--- config.mk ---
export PLATFORM = sky130hd
export DESIGN_NAME = mss_sequencer
export DESIGN_NICKNAME = d
export VERILOG_FILES = /design/src/verilog/mss_pkg.sv /design/src/verilog/mss_sequencer.sv
export SDC_FILE = /design/constraint.sdc
export NUM_CORES = 1
export LEC_CHECK = 0
export BUFFER_PORTS_ARGS = -buffer_cell sky130_fd_sc_hd__clkbuf_2
export CAP_MARGIN = 20
export CELL_PAD_IN_SITES_DETAIL_PLACEMENT = 1
export CELL_PAD_IN_SITES_GLOBAL_PLACEMENT = 2
export CORE_ASPECT_RATIO = 1.2
export CORE_UTILIZATION = 35
export DETAILED_ROUTE_END_ITERATION = 7
export GPL_TIMING_DRIVEN = 1
export PLACE_DENSITY_LB_ADDON = 0.1
export SLEW_MARGIN = 15
export SYNTH_ARGS = -nofsm -noshare
export SYNTH_HDL_FRONTEND = slang
export SYNTH_SLANG_ARGS = --single-unit
--- constraint.sdc ---
create_clock -name i_clk_sys -period 31.4 [get_ports i_clk_sys]
set_clock_uncertainty 0.05 [all_clocks]
set_input_delay 6.28 -clock i_clk_sys [delete_from_list [all_inputs] [get_ports i_clk_sys]]
set_output_delay 6.28 -clock i_clk_sys [all_outputs]
set_load 0.1 [all_outputs]
--- src/verilog/mss_pkg.sv ---
// constants and carrier types for the multistage speed sequencer
// What this block does
// - sequencer runs only while drive control mode setting equals 3
// - up to eight speed segments are stored and sequenced, numbered one to eight
// - mode 0 runs segments upward from one and stops after the last
// - mode 1 runs segments upward and wraps to one until enable drops
// - mode 2 outputs the selected segment speed, ignoring run times
// - select bits form a binary value, bit2 most significant; segment is value+1
// - enable low stops the sequence; enable high again restarts at segment one in modes 0 and 1, at the selected segment in mode 2
// - last segment setting 1 to 8 bounds modes 0 and 1 only
// - run time unit setting: 0 milliseconds, 1 seconds, 2 minutes
// - three acceleration times 0 to 10000 ms, zero to rated speed
// - three deceleration times 0 to 10000 ms, rated speed to zero
// - each segment holds a signed speed target of -3000 to 3000 rpm
// - each segment holds a run time 0 to 30000 in the chosen unit
// - ramp select 0 steps at once; 1 to 3 use the matching time pair
// - segments two to eight carry the same settings as segment one
// - after reset every segment has ramp select 0, no ramp
package mss_pkg;

    // ------------------------------------------------------------
    // timing
    // ------------------------------------------------------------
    localparam int CLK_PERIOD_NS = 100;
    localparam int MS_NS         = 1000000;
    localparam int CYC_PER_MS    = MS_NS / CLK_PERIOD_NS;
    localparam int MS_PER_S      = 1000;
    localparam int MS_PER_MIN    = 60000;

    // ------------------------------------------------------------
    // settings encodings and limits
    // ------------------------------------------------------------
    localparam logic [3:0]  INTERNAL_SPEED_MODE = 4'h3;
    localparam logic [1:0]  SEQ_SINGLE          = 2'h0;
    localparam logic [1:0]  SEQ_CYCLIC          = 2'h1;
    localparam logic [1:0]  SEQ_SELECT          = 2'h2;
    localparam logic [1:0]  UNIT_MS             = 2'h0;
    localparam logic [1:0]  UNIT_S              = 2'h1;
    localparam logic [1:0]  UNIT_MIN            = 2'h2;
    localparam logic [1:0]  RAMP_NONE           = 2'h0;
    localparam int          SEG_COUNT           = 8;
    localparam logic [3:0]  LAST_SEG_MAX        = 4'h8;
    localparam logic [15:0] RATED_RPM           = 16'h0bb8;

    // ------------------------------------------------------------
    // segment reset values
    // ------------------------------------------------------------
    localparam logic signed [15:0] SEG_SPEED_RST = 16'sh000a;
    localparam logic [14:0]        SEG_TIME_RST  = 15'h0064;
    localparam logic [1:0]         SEG_RAMP_RST  = 2'h0;

    typedef enum logic [1:0] {
        ST_IDLE,
        ST_RUN,
        ST_DONE,
        ST_SELECT
    } mss_fsm_t;

    typedef struct packed {
        logic signed [15:0] speed;
        logic [14:0]        run_time;
        logic [1:0]         ramp_sel;
    } mss_seg_cfg_t;

    typedef struct packed {
        logic [2:0][13:0] accel;
        logic [2:0][13:0] decel;
    } mss_ramp_times_t;

    typedef struct packed {
        logic [3:0] drive_control_mode_setting;
        logic [1:0] sequence_mode_setting;
        logic [3:0] last_segment_setting;
        logic [1:0] run_time_unit_setting;
    } mss_settings_t;

endpackage : mss_pkg

--- src/verilog/mss_sequencer.sv ---
// multistage speed sequencer: segment table, sequencing and ramping
`timescale 1ns/1ps
module mss_sequencer #(
    parameter int P_CYC_PER_MS = mss_pkg::CYC_PER_MS
) (
    // clock and reset
    input  wire logic                   i_clk_sys,
    input  wire logic                   i_rst,
    // controller inputs
    input  wire logic                   i_enable,
    input  wire logic                   i_segment_select_bit0,
    input  wire logic                   i_segment_select_bit1,
    input  wire logic                   i_segment_select_bit2,
    // settings
    input  wire mss_pkg::mss_settings_t   i_settings,
    input  wire mss_pkg::mss_ramp_times_t i_ramp_times,
    // segment table write
    input  wire logic                   i_cfg_wr,
    input  wire logic [2:0]             i_cfg_index,
    input  wire mss_pkg::mss_seg_cfg_t  i_cfg_data,
    // status and command
    output logic signed [15:0]          o_speed_cmd,
    output logic [2:0]                  o_segment_index,
    output logic                        o_running,
    output logic                        o_sequence_done
);

    // ------------------------------------------------------------
    // state
    // ------------------------------------------------------------
    typedef struct packed {
        mss_pkg::mss_fsm_t                   fsm;
        logic [mss_pkg::SEG_COUNT-1:0][32:0] table_q;
        logic [2:0]                          seg;
        logic [15:0]                         ms_cnt;
        logic [15:0]                         unit_cnt;
        logic [14:0]                         run_cnt;
        logic [29:0]                         ramp_acc;
        logic signed [15:0]                  speed;
        logic                                running;
        logic                                done;
    } mss_state_t;

    mss_state_t st;
    mss_state_t next_st;

    // ------------------------------------------------------------
    // next state
    // ------------------------------------------------------------
    always_comb begin
        logic                  active;
        logic                  ms_tick;
        logic                  unit_tick;
        logic                  enter;
        logic [15:0]           unit_len;
        logic [2:0]            sel_idx;
        logic [2:0]            last_idx;
        mss_pkg::mss_seg_cfg_t cur;
        logic signed [15:0]    target;
        logic                  accel;
        logic [13:0]           ramp_ms;
        logic [29:0]           thr;
        logic [29:0]           acc_sum;

        next_st   = st;
        enter     = 1'b0;
        unit_tick = 1'b0;
        target    = 16'sh0000;
        active    = 1'b0;
        ms_tick   = 1'b0;
        unit_len  = 16'h0001;
        sel_idx   = 3'h0;
        last_idx  = 3'h0;
        cur       = '0;
        accel     = 1'b0;
        ramp_ms   = 14'h0;
        thr       = 30'h0;
        acc_sum   = 30'h0;

        // segment table storage, same fields for every segment
        if (i_cfg_wr) begin
            next_st.table_q[i_cfg_index] = i_cfg_data;
        end

        active = i_enable && (i_settings.drive_control_mode_setting ==
                 mss_pkg::INTERNAL_SPEED_MODE);
        sel_idx = {i_segment_select_bit2, i_segment_select_bit1,
                   i_segment_select_bit0};

        // a zero or oversize setting is pulled into the legal 1..8 range
        if (i_settings.last_segment_setting == 4'h0) begin
            last_idx = 3'h0;
        end else if (i_settings.last_segment_setting > mss_pkg::LAST_SEG_MAX) begin
            last_idx = 3'h7;
        end else begin
            last_idx = 3'(i_settings.last_segment_setting - 4'h1);
        end

        // time base: ms prescaler, then the selected unit
        unique case (i_settings.run_time_unit_setting)
            mss_pkg::UNIT_S:   unit_len = 16'(mss_pkg::MS_PER_S);
            mss_pkg::UNIT_MIN: unit_len = 16'(mss_pkg::MS_PER_MIN);
            default:           unit_len = 16'h0001;
        endcase
        ms_tick = (st.ms_cnt == 16'(P_CYC_PER_MS - 1));
        next_st.ms_cnt = ms_tick ? 16'h0000 : st.ms_cnt + 16'h0001;
        if (ms_tick) begin
            if (st.unit_cnt + 16'h0001 >= unit_len) begin
                next_st.unit_cnt = 16'h0000;
                unit_tick        = 1'b1;
            end else begin
                next_st.unit_cnt = st.unit_cnt + 16'h0001;
            end
        end
        if (unit_tick && st.run_cnt != 15'h7fff) begin
            next_st.run_cnt = st.run_cnt + 15'h0001;
        end

        cur = st.table_q[st.seg];

        // ------------------------------------------------------------
        // sequencing
        // ------------------------------------------------------------
        unique case (st.fsm)
            mss_pkg::ST_IDLE: begin
                if (active) begin
                    if (i_settings.sequence_mode_setting ==
                        mss_pkg::SEQ_SELECT) begin
                        next_st.fsm = mss_pkg::ST_SELECT;
                        next_st.seg = sel_idx;
                    end else begin
                        next_st.fsm = mss_pkg::ST_RUN;
                        next_st.seg = 3'h0;
                        enter       = 1'b1;
                    end
                end
            end
            mss_pkg::ST_RUN: begin
                target = cur.speed;
                if (!active) begin
                    next_st.fsm = mss_pkg::ST_IDLE;
                end else if (i_settings.sequence_mode_setting ==
                             mss_pkg::SEQ_SELECT) begin
                    next_st.fsm = mss_pkg::ST_SELECT;
                    next_st.seg = sel_idx;
                end else if (st.run_cnt >= cur.run_time) begin
                    if (st.seg >= last_idx) begin
                        if (i_settings.sequence_mode_setting ==
                            mss_pkg::SEQ_CYCLIC) begin
                            next_st.seg = 3'h0;
                            enter       = 1'b1;
                        end else begin
                            next_st.fsm = mss_pkg::ST_DONE;
                        end
                    end else begin
                        next_st.seg = st.seg + 3'h1;
                        enter       = 1'b1;
                    end
                end
            end
            mss_pkg::ST_DONE: begin
                // stays stopped until enable drops and returns
                if (!active) begin
                    next_st.fsm = mss_pkg::ST_IDLE;
                end
            end
            mss_pkg::ST_SELECT: begin
                target      = cur.speed;
                next_st.seg = sel_idx;
                if (!active || i_settings.sequence_mode_setting !=
                    mss_pkg::SEQ_SELECT) begin
                    next_st.fsm = mss_pkg::ST_IDLE;
                end
            end
        endcase

        // count restarts on every segment entry in modes 0 and 1; mode 2 select changes do not restart it
        if (enter) begin
            next_st.ms_cnt   = 16'h0000;
            next_st.unit_cnt = 16'h0000;
            next_st.run_cnt  = 15'h0000;
            next_st.ramp_acc = 30'h0;
        end

        // ------------------------------------------------------------
        // ramp: one rpm step at most per cycle, rated speed per ramp time; ramp select 0 or a zero ramp time steps at once
        // ------------------------------------------------------------
        // moving away from zero is acceleration, toward zero deceleration
        accel = (st.speed >= 16'sh0000 && target > st.speed) ||
                (st.speed <= 16'sh0000 && target < st.speed);
        if (cur.ramp_sel == mss_pkg::RAMP_NONE) begin
            ramp_ms = 14'h0;
        end else if (accel) begin
            ramp_ms = i_ramp_times.accel[cur.ramp_sel - 2'h1];
        end else begin
            ramp_ms = i_ramp_times.decel[cur.ramp_sel - 2'h1];
        end
        // at the default cycles per ms, rated speed stays below one ms worth of cycles, so the
        // accumulator crosses the threshold at most once per cycle
        thr     = 30'(ramp_ms * P_CYC_PER_MS);
        acc_sum = st.ramp_acc + 30'(mss_pkg::RATED_RPM);
        if (st.speed == target) begin
            next_st.ramp_acc = 30'h0;
        end else if (ramp_ms == 14'h0) begin
            next_st.speed    = target;
            next_st.ramp_acc = 30'h0;
        end else if (acc_sum >= thr) begin
            next_st.ramp_acc = acc_sum - thr;
            if (target > st.speed) begin
                next_st.speed = st.speed + 16'sh0001;
            end else begin
                next_st.speed = st.speed - 16'sh0001;
            end
        end else begin
            next_st.ramp_acc = acc_sum;
        end

        next_st.running = (next_st.fsm == mss_pkg::ST_RUN) ||
                          (next_st.fsm == mss_pkg::ST_SELECT);
        next_st.done    = (next_st.fsm == mss_pkg::ST_DONE);
    end

    // ------------------------------------------------------------
    // registers
    // ------------------------------------------------------------
    always_ff @(posedge i_clk_sys) begin
        if (i_rst) begin
            next_st_reset_loop: for (int i = 0; i < mss_pkg::SEG_COUNT;
                                     i++) begin
                st.table_q[i] <= {mss_pkg::SEG_SPEED_RST,
                                  mss_pkg::SEG_TIME_RST,
                                  mss_pkg::SEG_RAMP_RST};
            end
            st.fsm      <= mss_pkg::ST_IDLE;
            st.seg      <= 3'h0;
            st.ms_cnt   <= 16'h0000;
            st.unit_cnt <= 16'h0000;
            st.run_cnt  <= 15'h0000;
            st.ramp_acc <= 30'h0;
            st.speed    <= 16'sh0000;
            st.running  <= 1'b0;
            st.done     <= 1'b0;
        end else begin
            st <= next_st;
        end
    end

    assign o_speed_cmd     = st.speed;
    assign o_segment_index = st.seg;
    assign o_running       = st.running;
    assign o_sequence_done = st.done;

endmodule : mss_sequencer

==> impl_metrics.tcl <==
set metrics [dict create \
    crit_slowest_cell "nor3_1" \
    pwr_density_cell_mw_per_mm2 57.65 \
    start_util_pct 35.50 \
    final_max_slew_viol_count 0 \
    post-cts-setup-buffers 0 \
    htree_levels 2 \
    hpwl_um 48510 \
    swShare_pct 34.28 \
    syn_area_mm2 0.02208 \
    period_needed_ns 13.57 \
    syn_avg_cell_area_um2 8.268 \
    ys_seq_area_share_pct 32.65 \
    critPathRequiredTime_ns 31.82 \
    yosysWarningCount 0 \
    die_area_mm2 0.06409 \
    die_w_um 231.3 \
    synth_top_cell_area_share_pct 32.65 \
    grt_pass1_wl_um 113700 \
    ys_types 79 \
    p_leak_uw 0.01002 \
    postCtsHoldBufs 0 \
    crit_top_cell "ha_1" \
    fin_cells 3551 \
    cts_made_buffers 43 \
    core_area_mm2 0.06218 \
    track_usage_pct 22.52 \
    synth_top_area_cell "dfxtp_1" \
    clock-sinks 360 \
    finalSetupViolCount 0 \
    synth_edf_count 0 \
    final_cell_area_mm2 0.02463 \
    grt_pass1_vias 20190 \
    vdd_drop_max_mv 0.05902 \
    ys_async_sr_fraction_pct 0 \
    seq_power_share_pct 34.1 \
    nets 3043 \
    dpl-instance-area_mm2 0.02328 \
    grt_setup_unrepaired "no" \
    dp_cells 3480 \
    status "finished, final reports clean" \
    synthCells 2670 \
    wire_per_inst_um 20.19 \
    place_congestion 0.7906 \
    min-delay-path-class "reg -> reg" \
    setup-tns-final_ns 0 \
    worst_skew_pair.late_latency_ns 0.58 \
    yosys-top-cells-area "dfxtp_1, nand2_1, ha_1" \
    cp_max_fo 41 \
    routed_wirelength_um 71690 \
    hold_viol_final 0 \
    ys.flop_type "dfxtp_1" \
    dr.pass1.iters 4 \
    viasPerCell 5.378 \
    io_pins 160 \
    critPathKind "in -> reg" \
    cp-end-kind "register" \
    cts_resized 0 \
    clockBufferDepth 3 \
    finalCritPeriodShare_pct 43.20 \
    whs_ns 0.4036 \
    slew-limit-headroom_pct 26.15 \
    ys_ff_latch 360 \
    grt_start_max_net_pins 97 \
    max_slew.worst_pin.slew_ns 1.108 \
    clkTransAtPathRegs_ns 0.06 \
    cp.arrival_ns 13.99 \
    p_int_uw 933.5 \
    max_freq_mhz 73.71 \
    num_vias 19096 \
    drc 0 \
    drive_gt1_share_pct 13.07 \
    switching_power_uw 486.8 \
    cts_tree "done" \
    first_iter_violations 925 \
    io_buffer_count 159 \
    ys_top_cells_by_count "nand2_1, dfxtp_1, a21oi_1, nor2_1, ha_1" \
    antenna_found_initial 4 \
    row_count 100 \
    synth.most_common_cell "nand2_1" \
    grt_overflow 0 \
    ant_nets 0 \
    cpPeakStageDelay_ns 0.74 \
    p_clk_share_pct 34.4 \
    syn_nets 3003 \
    syn2layout_area_growth_pct 11.59 \
    cts_root_buffer "clkbuf_16" \
    power_frac_comb_pct 31.5 \
    start_kind "input port" \
    power_uw 1420 \
    die_y_um 277.1 \
    max-cap-violations 0 \
]
==> sequential cells by signal (all words and copies together), names as in the netlist <==
name	cells
o_segment_index	3
o_sequence_done	1
o_speed_cmd	16
st	340
==> power by group through the flow <==
stage          clock (uW)  sequential [uW]  combinational, uW
2_1_floorplan           0              487                382
3_3_place_gp            0              493                444
3_5_place_dp            0              494                455
4_1_cts               504              484                457
5_1_grt               523              485                495
6_report              488              484                448
==> critical path: cells and delay by family <==
kind / cells / cell delay (ns)
adder cells (fa/ha/maj): 7 / 2.44
AO/OA/AOI/OAI: 8 / 2.21
AND/OR/NAND/NOR: 9 / 2.02
buffers and inverters: 5 / 0.67
XOR/XNOR: 1 / 0.19
multiplexers: 1 / 0.13
==> per-layer routing <==
layer | global-route usage [%] | share of wire [%] | vias to the layer above
met4 | 6.096 | 2.5 | 2
met5 | 0 | 0.015 | -
met1 | 27.72 | 43 | 9551
met3 | 2.739 | 2.9 | 103
li1 | - | - | 9205
met2 | 40.76 | 51 | 235
==> final cells by class <==
type                       instances  area, um^2
antenna                            3       7.507
clock buffer                      59        1217
clock inverter                     8       128.9
fill                            7366       37550
inverter                         108       405.4
multi-input combinational       2007       13610
sequential                       360        7216
tap                              816        1021
timing repair buffer             190        1032
==> layout by cell type, fill, tap and decap left out, types with 10 or more instances in the layout <==
| cell type | synthesis | final |
|---|---|---|
| xnor2_1 | 50 | 50 |
| fa_1 | 31 | 31 |
| nand2b_1 | 21 | 21 |
| nor2_1 | 186 | 179 |
| and2_1 | 11 | 11 |
| or3_1 | 25 | 25 |
| o21a_1 | 10 | 10 |
| o211ai_1 | 13 | 13 |
| buf_4 | 20 | 30 |
| and3_1 | 19 | 19 |
| nand2_1 | 588 | 588 |
| nor2b_1 | 15 | 15 |
| a211oi_1 | 14 | 14 |
| o21ai_0 | 48 | 48 |
| mux4_2 | 66 | 66 |
| nand4_1 | 25 | 25 |
| xor2_1 | 55 | 55 |
| ha_1 | 163 | 163 |
| dfxtp_1 | 360 | 357 |
| nand3_1 | 81 | 77 |
| clkbuf_2 | 34 | 159 |
| mux2i_1 | 86 | 86 |
| clkbuf_16 | 0 | 44 |
| a31oi_1 | 10 | 10 |
| a21o_1 | 34 | 34 |
| a21oi_1 | 308 | 308 |
| inv_1 | 107 | 107 |
| nor3_1 | 39 | 37 |
==> per-stage QoR <==
step,util [%],setup slack (ns)
2_1_floorplan,-,18.60
3_3_place_gp,37.43,17.45
3_5_place_dp,37.43,17.24
4_1_cts,39.60,17.79
5_1_grt,39.61,17.31
6_report,39.62,17.83
==> logic make-up (layout without fill, tap and decap cells) <==
logic type               Yosys count  after routing  synth area share [%]
AO/OA/AOI/OAI                    498            498                 13.33
XOR/XNOR                         105            105                 4.166
adder cells (fa/ha/maj)          195            195                 12.09
buffers and inverters            303            365                 6.070
flip-flops                       360            360                 32.65
multiplexers                     159            159                 11.00
other                              0              3                     0
AND/OR/NAND/NOR                 1050           1050                 20.69
==> final timing paths <==
kind / start / to / slack, ns / cells past startpoint
setup / recovery: i_ramp_times[61] / o_speed_cmd[7] / 17.83 / 31
hold / removal: st[351] / st[351] / 0.40 / 2
setup reg to reg: o_segment_index[0] / o_speed_cmd[7] / 18.35 / 42
hold reg to reg: st[351] / st[351] / 0.40 / 2
Note: power is estimated with default switching activity, not from simulation.
